<file path="src/design/msx_pkg.sv">
// package for the subtract/swap/skip/table/xor execution unit
// assumes an 8-bit core with 12-bit program address and 15-bit rom words
package msx_pkg;
  localparam int MSX_DW       = 8;
  localparam int MSX_PAW      = 12;
  localparam int MSX_ROMW     = 15;
  localparam logic [7:0] MSX_ZERO_BYTE   = 8'h00;
  localparam logic [7:0] MSX_ACC_RST     = 8'h00;
  localparam logic [7:0] MSX_LATCH_RST   = 8'h00;
  localparam logic [3:0] MSX_LAST_PAGE   = 4'hf;
  localparam logic [7:0] MSX_ONE_BYTE    = 8'h01;
  typedef enum logic [3:0] {
    MSX_OP_NONE,
    MSX_OP_SUB_ACC,
    MSX_OP_SUB_MEM,
    MSX_OP_SUB_IMM,
    MSX_OP_SWAP_MEM,
    MSX_OP_SWAP_ACC,
    MSX_OP_SKIP_ZERO,
    MSX_OP_COPY_SKIP_ZERO,
    MSX_OP_BIT_SKIP_ZERO,
    MSX_OP_TABLE_PAGED,
    MSX_OP_TABLE_LAST,
    MSX_OP_XOR_ACC,
    MSX_OP_XOR_MEM,
    MSX_OP_XOR_IMM
  } msx_op_e;
endpackage

</file>
<file path="src/design/msx_alu.sv">
// combinational adder: a + ~b + 1 with carry, nibble carry, signed range
// assumes 8-bit operands from the same clock domain
`timescale 1ns/100ps
`default_nettype none
module msx_alu
  import msx_pkg::*;
(
  input  wire logic [7:0] i_a,
  input  wire logic [7:0] i_b,
  output logic      [7:0] o_sum,
  output logic            o_carry,
  output logic            o_nibble_carry,
  output logic            o_signed_range
);
  logic [8:0] full;
  logic [4:0] low;
  logic [7:0] nb;
  assign nb = ~i_b;
  assign full = {1'b0, i_a} + {1'b0, nb} + 9'h001;
  assign low  = {1'b0, i_a[3:0]} + {1'b0, nb[3:0]} + 5'h01;
  assign o_sum          = full[7:0];
  assign o_carry        = full[8];
  assign o_nibble_carry = low[4];
  assign o_signed_range = (i_a[7] == nb[7]) && (full[7] != i_a[7]);
endmodule
`default_nettype wire

</file>
<file path="src/design/msx_exec.sv">
// execution unit for subtract, nibble swap, skip, table read and xor ops
// assumes decode presents one op per i_exec pulse, memory byte already read
// Overview of operation
// - subtract memory from accumulator into accumulator, four flags
// - subtract memory from accumulator, result written to memory
// - subtract immediate from accumulator, four flags updated
// - swap memory nibbles in place, no flags change
// - swapped memory nibbles go to accumulator, memory unchanged
// - skip next instruction when memory byte is zero
// - skip discards prefetch, adds one dummy cycle, else one cycle
// - copy memory to accumulator, skip if byte is zero
// - skip when selected memory bit is zero
// - paged table read uses page and low pointers together
// - without page option table read uses current page and low pointer
// - last-page table read uses last page and low pointer
// - xor memory into accumulator, only zero flag changes
// - xor result written to memory, only zero flag changes
// - xor immediate into accumulator, only zero flag changes
`timescale 1ns/100ps
`default_nettype none
module msx_exec
  import msx_pkg::*;
(
  input  wire logic                i_core_clk,
  input  wire logic                i_rst_n,
  input  wire logic                i_exec,
  input  wire msx_op_e             i_op,
  input  wire logic [7:0]          i_mem_data,
  input  wire logic [7:0]          i_imm,
  input  wire logic [2:0]          i_bit_sel,
  input  wire logic                i_page_opt_en,
  input  wire logic [3:0]          i_cur_page,
  input  wire logic [7:0]          i_table_low_pointer,
  input  wire logic [3:0]          i_table_page_pointer,
  input  wire logic [14:0]         i_rom_data,
  output logic [11:0]              o_rom_addr,
  output logic                     o_mem_we,
  output logic [7:0]               o_mem_wdata,
  output logic [7:0]               o_acc,
  output logic [7:0]               o_table_high_byte_latch,
  output logic                     o_zero_flag,
  output logic                     o_carry_flag,
  output logic                     o_nibble_carry_flag,
  output logic                     o_signed_range_flag,
  output logic                     o_discard_prefetch,
  output logic                     o_busy
);
  // ==========================================================
  // arithmetic
  logic [7:0] alu_b;
  logic [7:0] diff;
  logic       c_o;
  logic       nib_o;
  logic       rng_o;
  assign alu_b = (i_op == MSX_OP_SUB_IMM) ? i_imm : i_mem_data;
  msx_alu u_alu (
    .i_a            (o_acc),
    .i_b            (alu_b),
    .o_sum          (diff),
    .o_carry        (c_o),
    .o_nibble_carry (nib_o),
    .o_signed_range (rng_o)
  );
  logic [7:0] swapped;
  logic [7:0] xor_m;
  logic [7:0] xor_i;
  assign swapped = {i_mem_data[3:0], i_mem_data[7:4]};
  assign xor_m   = o_acc ^ i_mem_data;
  assign xor_i   = o_acc ^ i_imm;
  // ==========================================================
  // skip decision
  logic skip_hit;
  always_comb begin
    skip_hit = 1'b0;
    case (i_op)
      MSX_OP_SKIP_ZERO:      skip_hit = (i_mem_data == MSX_ZERO_BYTE);
      MSX_OP_COPY_SKIP_ZERO: skip_hit = (i_mem_data == MSX_ZERO_BYTE);
      MSX_OP_BIT_SKIP_ZERO:  skip_hit = ~i_mem_data[i_bit_sel];
      default:               skip_hit = 1'b0;
    endcase
  end
  // ==========================================================
  // rom address for table reads, combinational for same-cycle fetch
  always_comb begin
    case (i_op)
      MSX_OP_TABLE_PAGED:
        o_rom_addr = i_page_opt_en ? {i_table_page_pointer,
                                      i_table_low_pointer}
                                   : {i_cur_page, i_table_low_pointer};
      MSX_OP_TABLE_LAST: o_rom_addr = {MSX_LAST_PAGE, i_table_low_pointer};
      default:           o_rom_addr = {i_cur_page, i_table_low_pointer};
    endcase
  end
  logic is_table;
  assign is_table = (i_op == MSX_OP_TABLE_PAGED) ||
                    (i_op == MSX_OP_TABLE_LAST);
  // ==========================================================
  // accumulator
  always_ff @(posedge i_core_clk or negedge i_rst_n) begin
    if (!i_rst_n) begin
      o_acc <= MSX_ACC_RST;
    end else if (i_exec && !o_busy) begin
      case (i_op)
        MSX_OP_SUB_ACC:        o_acc <= diff;
        MSX_OP_SUB_IMM:        o_acc <= diff;
        MSX_OP_SWAP_ACC:       o_acc <= swapped;
        MSX_OP_COPY_SKIP_ZERO: o_acc <= i_mem_data;
        MSX_OP_XOR_ACC:        o_acc <= xor_m;
        MSX_OP_XOR_IMM:        o_acc <= xor_i;
        default:               o_acc <= o_acc;
      endcase
    end
  end
  // ==========================================================
  // memory write-back, one cycle after the exec pulse
  always_ff @(posedge i_core_clk or negedge i_rst_n) begin
    if (!i_rst_n) begin
      o_mem_we    <= 1'b0;
      o_mem_wdata <= MSX_ZERO_BYTE;
    end else begin
      o_mem_we <= 1'b0;
      if (i_exec && !o_busy) begin
        case (i_op)
          MSX_OP_SUB_MEM: begin
            o_mem_we    <= 1'b1;
            o_mem_wdata <= diff;
          end
          MSX_OP_SWAP_MEM: begin
            o_mem_we    <= 1'b1;
            o_mem_wdata <= swapped;
          end
          MSX_OP_XOR_MEM: begin
            o_mem_we    <= 1'b1;
            o_mem_wdata <= xor_m;
          end
          MSX_OP_TABLE_PAGED, MSX_OP_TABLE_LAST: begin
            o_mem_we    <= 1'b1;
            o_mem_wdata <= i_rom_data[7:0];
          end
          default: begin
            o_mem_we    <= 1'b0;
          end
        endcase
      end
    end
  end
  // ==========================================================
  // table high byte latch
  always_ff @(posedge i_core_clk or negedge i_rst_n) begin
    if (!i_rst_n) begin
      o_table_high_byte_latch <= MSX_LATCH_RST;
    end else if (i_exec && !o_busy && is_table) begin
      // high part is only seven bits of the 15-bit word
      o_table_high_byte_latch <= {1'b0, i_rom_data[14:8]};
    end
  end
  // ==========================================================
  // flags
  always_ff @(posedge i_core_clk or negedge i_rst_n) begin
    if (!i_rst_n) begin
      o_zero_flag         <= 1'b0;
      o_carry_flag        <= 1'b0;
      o_nibble_carry_flag <= 1'b0;
      o_signed_range_flag <= 1'b0;
    end else if (i_exec && !o_busy) begin
      case (i_op)
        MSX_OP_SUB_ACC, MSX_OP_SUB_MEM, MSX_OP_SUB_IMM: begin
          o_zero_flag         <= (diff == MSX_ZERO_BYTE);
          o_carry_flag        <= c_o;
          o_nibble_carry_flag <= nib_o;
          o_signed_range_flag <= rng_o;
        end
        MSX_OP_XOR_ACC, MSX_OP_XOR_MEM: begin
          o_zero_flag <= (xor_m == MSX_ZERO_BYTE);
        end
        MSX_OP_XOR_IMM: begin
          o_zero_flag <= (xor_i == MSX_ZERO_BYTE);
        end
        default: begin
          o_zero_flag <= o_zero_flag;
        end
      endcase
    end
  end
  // ==========================================================
  // skip: dummy cycle; exec pulses during it are ignored
  // discard and dummy cycle
  always_ff @(posedge i_core_clk or negedge i_rst_n) begin
    if (!i_rst_n) begin
      o_busy <= 1'b0;
    end else begin
      o_busy <= i_exec && !o_busy && skip_hit;
    end
  end
  assign o_discard_prefetch = o_busy;
  // ==========================================================
  // checks
  property p_skip_dummy;
    @(posedge i_core_clk) disable iff (!i_rst_n)
      (i_exec && !o_busy && skip_hit) |=> o_busy ##1 !o_busy;
  endproperty
  a_skip_dummy: assert property (p_skip_dummy)
    else $error("skip did not give one dummy cycle");
  property p_no_skip;
    @(posedge i_core_clk) disable iff (!i_rst_n)
      (i_exec && !o_busy && !skip_hit) |=> !o_busy;
  endproperty
  a_no_skip: assert property (p_no_skip)
    else $error("dummy cycle without skip");
  property p_zero_skip;
    @(posedge i_core_clk) disable iff (!i_rst_n)
      (i_exec && !o_busy && i_op == MSX_OP_SKIP_ZERO &&
       i_mem_data == MSX_ZERO_BYTE) |=> o_discard_prefetch;
  endproperty
  a_zero_skip: assert property (p_zero_skip)
    else $error("zero byte not skipped");
  property p_bit;
    @(posedge i_core_clk) disable iff (!i_rst_n)
      (i_exec && !o_busy && i_op == MSX_OP_BIT_SKIP_ZERO)
        |=> (o_busy == !$past(i_mem_data[i_bit_sel]));
  endproperty
  a_bit: assert property (p_bit)
    else $error("bit skip wrong");
  property p_sub_acc;
    @(posedge i_core_clk) disable iff (!i_rst_n)
      (i_exec && !o_busy && i_op == MSX_OP_SUB_ACC)
        |=> (o_acc == 8'($past(o_acc) - $past(i_mem_data)))
            && (o_carry_flag == ($past(o_acc) >= $past(i_mem_data)));
  endproperty
  a_sub_acc: assert property (p_sub_acc)
    else $error("subtract to acc wrong");
  property p_sub_mem;
    @(posedge i_core_clk) disable iff (!i_rst_n)
      (i_exec && !o_busy && i_op == MSX_OP_SUB_MEM)
        |=> o_mem_we && (o_mem_wdata == 8'($past(o_acc) - $past(i_mem_data)))
            && $stable(o_acc);
  endproperty
  a_sub_mem: assert property (p_sub_mem)
    else $error("subtract to memory wrong");
  property p_swap_mem;
    @(posedge i_core_clk) disable iff (!i_rst_n)
      (i_exec && !o_busy && i_op == MSX_OP_SWAP_MEM)
        |=> o_mem_we
            && (o_mem_wdata == {$past(i_mem_data[3:0]),
                                $past(i_mem_data[7:4])})
            && $stable(o_zero_flag) && $stable(o_carry_flag)
            && $stable(o_nibble_carry_flag) && $stable(o_signed_range_flag);
  endproperty
  a_swap_mem: assert property (p_swap_mem)
    else $error("swap in place wrong");
  property p_xor_imm;
    @(posedge i_core_clk) disable iff (!i_rst_n)
      (i_exec && !o_busy && i_op == MSX_OP_XOR_IMM)
        |=> (o_zero_flag == (o_acc == MSX_ZERO_BYTE)) && $stable(o_carry_flag);
  endproperty
  a_xor_imm: assert property (p_xor_imm)
    else $error("xor immediate flag wrong");
  property p_last;
    @(posedge i_core_clk) disable iff (!i_rst_n)
      (i_op == MSX_OP_TABLE_LAST) |-> o_rom_addr[11:8] == MSX_LAST_PAGE;
  endproperty
  a_last: assert property (p_last)
    else $error("last page address wrong");
  c_skip: cover property (@(posedge i_core_clk) o_busy);
  c_sub:  cover property (@(posedge i_core_clk)
    i_exec && i_op == MSX_OP_SUB_MEM);
  c_tab:  cover property (@(posedge i_core_clk)
    i_exec && i_op == MSX_OP_TABLE_PAGED && i_page_opt_en);
endmodule
`default_nettype wire

</file>
<file path="config.mk">
export PLATFORM = sky130hd
export DESIGN_NAME = msx_exec
export DESIGN_NICKNAME = d
export VERILOG_FILES = /design/src/design/msx_pkg.sv /design/src/design/msx_alu.sv /design/src/design/msx_exec.sv
export SDC_FILE = /design/constraint.sdc
export NUM_CORES = 1
export LEC_CHECK = 0
export BUFFER_PORTS_ARGS = -buffer_cell sky130_fd_sc_hd__clkbuf_2
export CORE_UTILIZATION = 50
export CTS_CLUSTER_SIZE = 20
export DETAILED_ROUTE_END_ITERATION = 7
export GPL_TIMING_DRIVEN = 0
export PLACE_DENSITY_LB_ADDON = 0.1
export SETUP_SLACK_MARGIN = 0.02
export SLEW_MARGIN = 20
export SYNTH_ARGS = -nofsm -noshare
export SYNTH_HDL_FRONTEND = slang
export SYNTH_SLANG_ARGS = --single-unit
</file>
<file path="constraint.sdc">
create_clock -name i_core_clk -period 2.6 [get_ports i_core_clk]
set_input_delay 0.13 -clock i_core_clk [delete_from_list [all_inputs] [get_ports i_core_clk]]
set_output_delay 0.13 -clock i_core_clk [all_outputs]
set_load 0.1 [all_outputs]
</file>
# Yosys cells after proc, flatten, opt, wreduce, memory -nomap -nowiden
# Cells that the tools add are included.
op_classes:
  reduce_logical: 23
  eq_ne: 15
  addsub: 4
  n_lt_le_gt_ge: 1
  muxes: 11
  bitwise_logic: 4
ops:
  columns: ["op", "count"]
  rows:
  - ["case mux 8 bit (5 select lines)", 1]
  - ["logical NOT 8 bit", 4]
  - ["case mux 8 bit (4 select lines)", 1]
  - ["equality test 4 bit (second input constant)", 6]
  - ["case mux 12 bit (2 select lines)", 1]
  - ["equality test 4 x 3 -> 1 bit (second input constant)", 4]
  - ["bitwise XOR 8 bit", 2]
  - ["2-to-1 mux 12 bit", 1]
  - ["adder 8 x 8 -> 9 bit", 1]
  - ["adder 9 x 1 -> 9 bit (second input constant)", 1]
  - ["equality test 4 x 2 -> 1 bit (second input constant)", 2]
  - ["2-to-1 mux 8 bit", 1]
  - ["NOT 8 bit", 1]
  - ["AND reduction 2 bit", 4]
  - ["OR reduction 2 bit", 4]
  - ["adder 4 x 4 -> 5 bit", 1]
  - ["adder 5 x 1 -> 5 bit (second input constant)", 1]
  - ["nonzero test 5 bit", 1]
  - ["OR reduction 5 bit", 1]
  - ["equality test 4 x 1 -> 1 bit (second input constant)", 1]
  - ["logical AND 1 bit", 4]
  - ["less-than comparator 3 x 4 -> 1 bit (second input constant)", 1]
  - ["nonzero test 4 bit", 1]
  - ["binary-select mux 1 bit (select 3 bit)", 1]
  - ["other kinds (10)", 12]
totals:
  inputBits: 58
  regBits: 29

# Depth between registers and ports, before layout
# Gate-level depths: netlist (run 1).
depth:
  depth_word: 7
  mapped_depth: 13
  depth_no_buf: 12

# By module
# Synthesis (run 1) repeated with hierarchy kept, for this count alone.
hier_totals:
  cells_unflattened: 330
  area_unflattened_um2: 2849.0
modules_own_cells:
  columns: ["module", "seq_area_each_um2", "area_per_inst_um2", "n_inst", "cells_per_inst"]
  rows:
  - ["msx_exec", 725.7, 2437.3, 1, 275]
  - ["msx_alu", 0.0, 411.6, 1, 55]

# Least setup slack after synthesis (run 1)
# No wires, ideal clock.
synth_timing:
  kind: "input to register"
  startpoint: "input port i_op[0]"
  endpoint: "register o_zero_flag"
  arrival_time_ns: 2.954
  stages: 13
  required_ns: 2.497
  slack_ns: -0.458
  setup_time_ns: 0.103
  path_cell_list: "buf_2 nand2_1 nor3_2 mux2_2 ha_1 inv_1 fa_1 a21oi_1 nor2b_1 nor2_1 xnor2_1 or4b_1 o41ai_2"
synth_via:
  elab_chain_cells: 7
  elab_cells_between_ends: 16
  cone_classes: "2 x add/sub; 6 x eq/ne; 2 x mux; 1 x bitwise; 5 x reduce/logical"
synth_rtl:
  columns: ["item", "line_no", "source"]
  rows:
  - ["from (decl)", "msx_exec.sv:27", "input wire msx_op_e i_op,"]
  - ["equality test 4 x 2 -> 1 bit", "msx_exec.sv:55, msx_exec.sv:166", null]
  - ["2-to-1 mux 8 bit", "msx_exec.sv:55", "assign alu_b = (i_op == MSX_OP_SUB_IMM) ? i_imm : i_mem_data;"]
  - ["NOT 8 bit", "msx_alu.sv:18", "assign nb = ~i_b;"]
  - ["adder 8 x 8 -> 9 bit", "msx_alu.sv:19", "assign full = {1'b0, i_a} + {1'b0, nb} + 9'h001;"]
  - ["adder 9 x 1 -> 9 bit", "msx_alu.sv:19", null]
  - ["logical NOT 8 bit", "msx_exec.sv:168", "o_zero_flag <= (diff == MSX_ZERO_BYTE);"]
  - ["case mux 1 bit (3 select lines)", "msx_exec.sv:166", "case (i_op)"]
  - ["to (signal assigned)", "msx_exec.sv:168", null]
  - ["to (signal assigned)", "msx_exec.sv:174", "o_zero_flag <= (xor_m == MSX_ZERO_BYTE);"]
  - ["to (signal assigned)", "msx_exec.sv:177", "o_zero_flag <= (xor_i == MSX_ZERO_BYTE);"]
  - ["to (decl)", "msx_exec.sv:41", "output logic o_zero_flag,"]
# Parallel ways exist; a longest one is shown, timed or not.
# A chain may end at the register's enable or synchronous reset.

# Worst setup path after layout (run 1)
layout_timing:
  startpoint: "input port i_op[1]"
  endpoint: "register o_zero_flag"
# Same word-level chain as after synthesis.

==> flow_summary.json, run 1 <==
{
  "drtIter0Drc": 401,
  "synth-xor-area-share_pct": 7.10,
  "synth_compound_area_share_pct": 24.5,
  "p_sw_mw": 2.59,
  "placed_area_mm2": 0.00328,
  "grt_setup_unrepaired": "true",
  "fmax_mhz": 385,
  "synth-edff-count": 0,
  "slew_headroom_pct": 38.9,
  "die_w_um": 75.7,
  "synth_fa_ha_area_share_pct": 4.43,
  "p_total_mw": 4.22,
  "diodes": 0,
  "final_util_pct": 69.2,
  "async_reset_ff_share_pct": 100,
  "synth_top_family_by_area": "compound AO/OA/AOI/OAI gates",
  "num_rows": 26,
  "total_leakage_power_nw": 1.60,
  "cts_buffer_depth": 2,
  "dieArea_mm2": 0.00572,
  "overflow": 0,
  "synthMuxAreaShare_pct": 9.87,
  "critPathKind": "in -> reg",
  "ctsHtreeMaxLevel": 2,
  "syn_area_mm2": 0.00271,
  "setup_slack_ns": 0.00124,
  "synthCells": 320,
  "grt_pass1_wl_um": 13300,
  "hold_violations": 0,
  "routedWlPerCell_um": 18.2,
  "endpoint_kind": "register",
  "port_buffers": 83,
  "cts_root_buf": "clkbuf_8",
  "p_int_mw": 1.63,
  "yosys_warnings": 0,
  "switching_share_pct": 61.4,
  "cts.clk_slew.worst_paths_ns": 0.07,
  "start_kind": "input port",
  "pwr-share-clk_pct": 10.0,
  "register_area_um2": 732,
  "ys.flop_type": "dfrtp_1",
  "pwr-share-comb_pct": 70.3,
  "clock_latency_ns": 0.29,
  "vdd_drop_max_uv": 822,
  "initial_utilization_pct": 52.4,
  "fin_crit_ns": 2.60,
  "finalCritPeriodShare_pct": 100,
  "hpwl_um": 6700,
  "skew_ns": 0.00451,
  "worstPathArrival_ns": 2.78,
  "num_vias": 3063,
  "cp_max_fo": 7,
  "setup_viol": 0,
  "final_nets": 494,
  "fin_hold_ws_ns": 0.0678,
  "synth_area_per_cell_um2": 8.48,
  "layout_commonest_cell": "clkbuf_2",
  "hold_class": "in -> reg",
  "drive_gt1_share_pct": 38.6,
  "place.gp.congestion": 1.00,
  "dpl.cell_count": 473,
  "ys_ff_latch": 29,
  "routed_via_density": 6.15,
  "core_mm2": 0.00517,
  "die_y_um": 75.7,
  "yosys.area_share.simple_pct": 19.7,
  "dr.pass1.iters": 5,
  "antenna_left": 0,
  "slew_violations": 0,
  "grt_start_max_net_pins": 30,
  "final_area_mm2": 0.00358,
  "tritoncts": "built",
  "status": "complete, no violations",
  "layout_common_cells": "79 x clkbuf_2, 27 x buf_4, 24 x dfrtp_1",
  "post-route-drc-count": 0,
  "antenna_found_initial": 0,
  "worstMarginPinSlew_ns": 0.909,
  "fin_cells": 498,
  "max-cap-violations": 0,
  "cts-buffers-inserted": 5,
  "grt_pass1_vias": 2707,
  "p_per_area_mw_per_mm2": 1180,
  "num-fill-cells": 426,
  "gr-usage-all-layers_pct": 31.7,
  "required_ns": 2.79,
  "tns_ns": 0,
  "wirelength_um": 9080,
  "cts.sinks": 29,
  "syn2layout_area_growth_pct": 32.0,
  "io-pin-count": 101,
  "p_seq_share_pct": 19.7,
  "yosys.cell_types.count": 53,
  "multi_input_area_mm2": 0.00186,
  "dp_slack_ns": -0.581,
  "syn_nets": 387,
  "ys_seq_area_share_pct": 26.8
}
## power by group through the flow
| stage | clock network [mW] | logic (mW) | registers, mW |
|---|---|---|---|
| after global placement | 0 | 2.76 | 0.829 |
| after CTS | 0.432 | 2.89 | 0.824 |
| after floorplan | 0 | 1.05 | 2.03 |
| after detailed placement | 0 | 2.79 | 0.832 |
| after global routing | 0.443 | 3.12 | 0.864 |
| final | 0.424 | 2.97 | 0.831 |
## critical path: stages
cell and delay, ns:
buf_4 0.10, buf_8 0.11, nand2_4 0.07, nor3_4 0.22, mux2_4 0.22, ha_4 0.13, inv_2 0.04, fa_2 0.39
a21oi_4 0.22, nor2_2 0.07, nor2_2 0.09, xnor2_1 0.13, or4b_4 0.56, o41ai_2 0.29
## cell usage after synthesis (all sizes together), types with 11 or more instances
library cell,instances,area share [%]
nand2,21,2.9
a21oi,21,4.0
mux2i,11,4.1
dfrtp,29,27
xnor2,11,3.6
clkbuf,16,2.2
nor2,15,2.2
nand3,19,3.5
buf,16,3.9
o21ai,20,3.7
xor2,11,3.6
## final cells by class
cell class | instances | area share [%]
timing repair buffer | 100 | 15.8
buffer | 32 | 5.45
tap | 70 | 2.45
clock inverter | 1 | 0.140
inverter | 10 | 1.05
multi-input combinational | 249 | 52.0
clock buffer | 7 | 2.69
sequential | 29 | 20.4
## state kept, by name, indices dropped and copies added, names as in the netlist
| signal | cells |
|---|---|
| o_acc | 8 |
| o_busy | 1 |
| o_carry_flag | 1 |
| o_mem_wdata | 8 |
| o_mem_we | 1 |
| o_nibble_carry_flag | 1 |
| o_signed_range_flag | 1 |
| o_table_high_byte_latch | 7 |
| o_zero_flag | 1 |
## worst paths after layout
| path | start | endpoint | slack [ns] | cells after the start |
|---|---|---|---|---|
| hold / removal | i_rom_data[11] | o_table_high_byte_latch[3]$_DFFE_PN0P_ | 0.07 | 2 |
| hold reg to reg | o_signed_range_flag$_DFFE_PN0P_ | o_signed_range_flag$_DFFE_PN0P_ | 0.48 | 2 |
| max in group asynchronous | i_rst_n | o_acc[1]$_DFFE_PN0P_ | 1.62 | 2 |
| setup / recovery | i_op[1] | o_zero_flag$_DFFE_PN0P_ | 0.001 | 14 |
| min in group asynchronous | i_rst_n | o_carry_flag$_DFFE_PN0P_ | 0.45 | 2 |
| setup reg to reg | o_acc[0]$_DFFE_PN0P_ | o_zero_flag$_DFFE_PN0P_ | 0.01 | 10 |
## kinds of logic after synthesis
| logic type | after synthesis |
|---|---|
| other cells | 1 |
| simple gates | 101 |
| buf+inv | 42 |
| xor+xnor | 22 |
| flops | 29 |
| mux | 23 |
| fa+ha+maj | 9 |
| compound gates | 93 |
## per-layer routing
layer	vias up	routed length, µm	GRT usage, %
met3	25	776	5.29
met1	1465	3690	42.1
met4	0	190	11.9
li1	1404	-	-
met5	-	0	0
met2	169	4420	52.0
## what timing repair did
| action | 4_1_cts | 5_1_grt |
|---|---|---|
| pin swaps | 4 | 6 |
| endpoints found under the setup margin | 5 | 5 |
| resized for setup | 9 | 16 |
| gates cloned | 0 | 0 |
| hold buffers | 1 | 0 |
| hold endpoints to repair | 29 | 0 |
| setup buffers | 6 | 10 |
Power figures use the tool's default switching activity.
==> run 2: changes to the inputs <==
--- a/config.mk
+++ b/config.mk
@@ -11,2 +11,3 @@
 export DETAILED_ROUTE_END_ITERATION = 7
+export GPL_ROUTABILITY_DRIVEN = 0
 export GPL_TIMING_DRIVEN = 0
--- a/constraint.sdc
+++ b/constraint.sdc
@@ -3,2 +3,2 @@
 set_output_delay 0.13 -clock i_core_clk [all_outputs]
-set_load 0.1 [all_outputs]
+set_load 0.02 [all_outputs]
==> run 2 against run 1 <==
Compared with the run above: sequential cell count stayed put; total power is 23% lower; clock power is 17% higher; utilization is 2.3 points higher; highest routed layer unchanged; non-clock buffer count is 7 higher; wire length is 0.30% higher; fmax is 1.2% higher; setup slack better by 0.031 ns; hold slack better by 0.0086 ns; critical path depth is 1 lower; count of clock-buffer cells in the layout stayed put; via count is 2.9% higher.
==> flow_summary.json, run 2 (same netlist as run 1, synthesis figures left out) <==
{
  "status": "complete, no violations",
  "slew_violations": 0,
  "io-pin-count": 101,
  "antenna_left": 0,
  "initial_utilization_pct": 52.4,
  "drive_gt1_share_pct": 38.6,
  "die_y_um": 75.7,
  "vdd_drop_max_uv": 466,
  "routed_via_density": 6.24,
  "endpoint_kind": "register",
  "port_buffers": 83,
  "register_area_um2": 727,
  "gr-usage-all-layers_pct": 31.2,
  "cts_root_buf": "clkbuf_8",
  "hold_depth": 2,
  "dr.pass1.iters": 6,
  "p_per_area_mw_per_mm2": 875,
  "multi_input_area_mm2": 0.00189,
  "setup_viol": 0,
  "dieArea_mm2": 0.00572,
  "final_nets": 501,
  "num_rows": 26,
  "grt_start_max_net_pins": 30,
  "fmax_mhz": 389,
  "layout_common_cells": "79 x clkbuf_2, 32 x buf_4, 28 x dfrtp_1",
  "skew_ns": 0.00494,
  "critPathKind": "in -> reg",
  "worstMarginPinSlew_ns": 1.03,
  "diodes": 0,
  "grt_pass1_vias": 2658,
  "cts.sinks": 29,
  "num-fill-cells": 416,
  "die_w_um": 75.7,
  "worstPathArrival_ns": 2.75,
  "post-route-drc-count": 0,
  "layout_commonest_cell": "clkbuf_2",
  "ctsHtreeMaxLevel": 2,
  "cts.clk_slew.worst_paths_ns": 0.07,
  "clock_latency_ns": 0.28,
  "cts-buffers-inserted": 5,
  "cp_max_fo": 5,
  "grt_setup_unrepaired": "true",
  "overflow": 0,
  "finalCritPeriodShare_pct": 98.8,
  "core_mm2": 0.00517,
  "grt_pass1_wl_um": 12900,
  "largestRegisters": "o_acc (8), o_mem_wdata (8), o_table_high_byte_latch (7)",
  "fin_crit_ns": 2.57,
  "p_total_mw": 3.24,
  "required_ns": 2.78,
  "drtIter0Drc": 487,
  "hold_violations": 0,
  "setup_slack_ns": 0.0322,
  "total_leakage_power_nw": 1.66,
  "antenna_found_initial": 0,
  "hpwl_um": 6400,
  "routedWlPerCell_um": 18.0,
  "num_vias": 3153,
  "slew_headroom_pct": 30.9,
  "dp_slack_ns": -0.702,
  "syn2layout_area_growth_pct": 36.4,
  "hold_class": "in -> reg",
  "reg2regPathDepth": 10,
  "slowest_delay_ns": 0.53,
  "start_kind": "input port",
  "wirelength_um": 9110,
  "crit_chain": "buf_8 -> buf_6 -> nor3_4 -> mux2_4 -> ha_4 -> inv_2 -> fa_2 -> a21oi_4 -> nor2b_2 -> nor2_2 -> xnor2_2 -> or4b_1 -> o41ai_2",
  "cts_buffer_depth": 2,
  "max-cap-violations": 0,
  "tritoncts": "built",
  "slowest_stage": "or4b_1"
}
-- run 2: cell types whose count changed in the layout (fill, tap and decap cells not counted), moves of 2 or more --
cell     delta
buf_4       +5
buf_8       +2
dfrtp_1     +4
dfrtp_2     -4
xnor2_1     -2
xnor2_2     +2
-- run 2: critical path, delay by kind of cell --
kind / cells / cell delay [ns]
and+or+nand+nor: 4 / 1.00
AOI/OAI and AO/OA: 2 / 0.53
adders and majority gates: 2 / 0.52
buffers and inverters: 3 / 0.25
muxes: 1 / 0.21
xor gates and xnor gates: 1 / 0.10
-- run 2: path summary, 6_finish.rpt --
| kind | endpoint | slack [ns] | from |
|---|---|---|---|
| max | o_zero_flag$_DFFE_PN0P_ | 0.03 | i_op[2] |
| min | o_table_high_byte_latch[3]$_DFFE_PN0P_ | 0.08 | i_rom_data[11] |
| max reg2reg | o_zero_flag$_DFFE_PN0P_ | 0.04 | o_acc[0]$_DFFE_PN0P_ |
| min reg2reg | o_signed_range_flag$_DFFE_PN0P_ | 0.48 | o_signed_range_flag$_DFFE_PN0P_ |
| max in group asynchronous | o_acc[0]$_DFFE_PN0P_ | 1.62 | i_rst_n |
| min in group asynchronous | o_busy$_DFF_PN0_ | 0.45 | i_rst_n |
-- run 2: timing repair --
item | 4_1_cts | 5_1_grt
pin swaps | 3 | 11
hold buffers | 1 | 0
buffers inserted | 4 | 19
endpoints found under the hold margin | 29 | 0
resized for setup | 6 | 28
setup endpoints to repair | 5 | 4
-- run 2: power breakdown --
group | switching [mW] | internal (mW)
sequential | 0.206 | 0.618
combinational | 1.09 | 0.820
clock | 0.186 | 0.312
total | 1.49 | 1.75
-- run 2: cell type report --
class | instances | share of cell area, %
Multi-Input combinational cell | 249 | 51.2
Sequential cell | 29 | 19.6
Timing Repair Buffer | 107 | 17.3
Buffer | 32 | 5.38
Tap cell | 70 | 2.37
Clock buffer | 7 | 2.33
Inverter | 10 | 1.01
Clock inverter | 1 | 0.811
-- run 2: routing by layer --
layer	vias to the layer above	routed length, µm	GRT usage [%]
li1	1430	-	-
met4	0	392	14.6
met5	-	0	0
met1	1442	3510	42.6
met3	43	1040	5.56
met2	238	4160	48.1
-- run 2: through the flow --
stage | area (µm²) | hold slack (ns) | TNS (ns) | instances | utilization [%]
2_1_floorplan | 2780 | -0.166 | -0.0510 | 320 | -
3_3_place_gp | 3280 | 0.235 | -3.03 | 473 | 63.4
3_5_place_dp | 3280 | 0.247 | -2.82 | 473 | 63.4
4_1_cts | 3470 | 0.0752 | 0 | 486 | 67.1
5_1_grt | 3700 | 0.0668 | -0.0561 | 505 | 71.6
6_report | 3700 | 0.0764 | 0 | 505 | 71.6
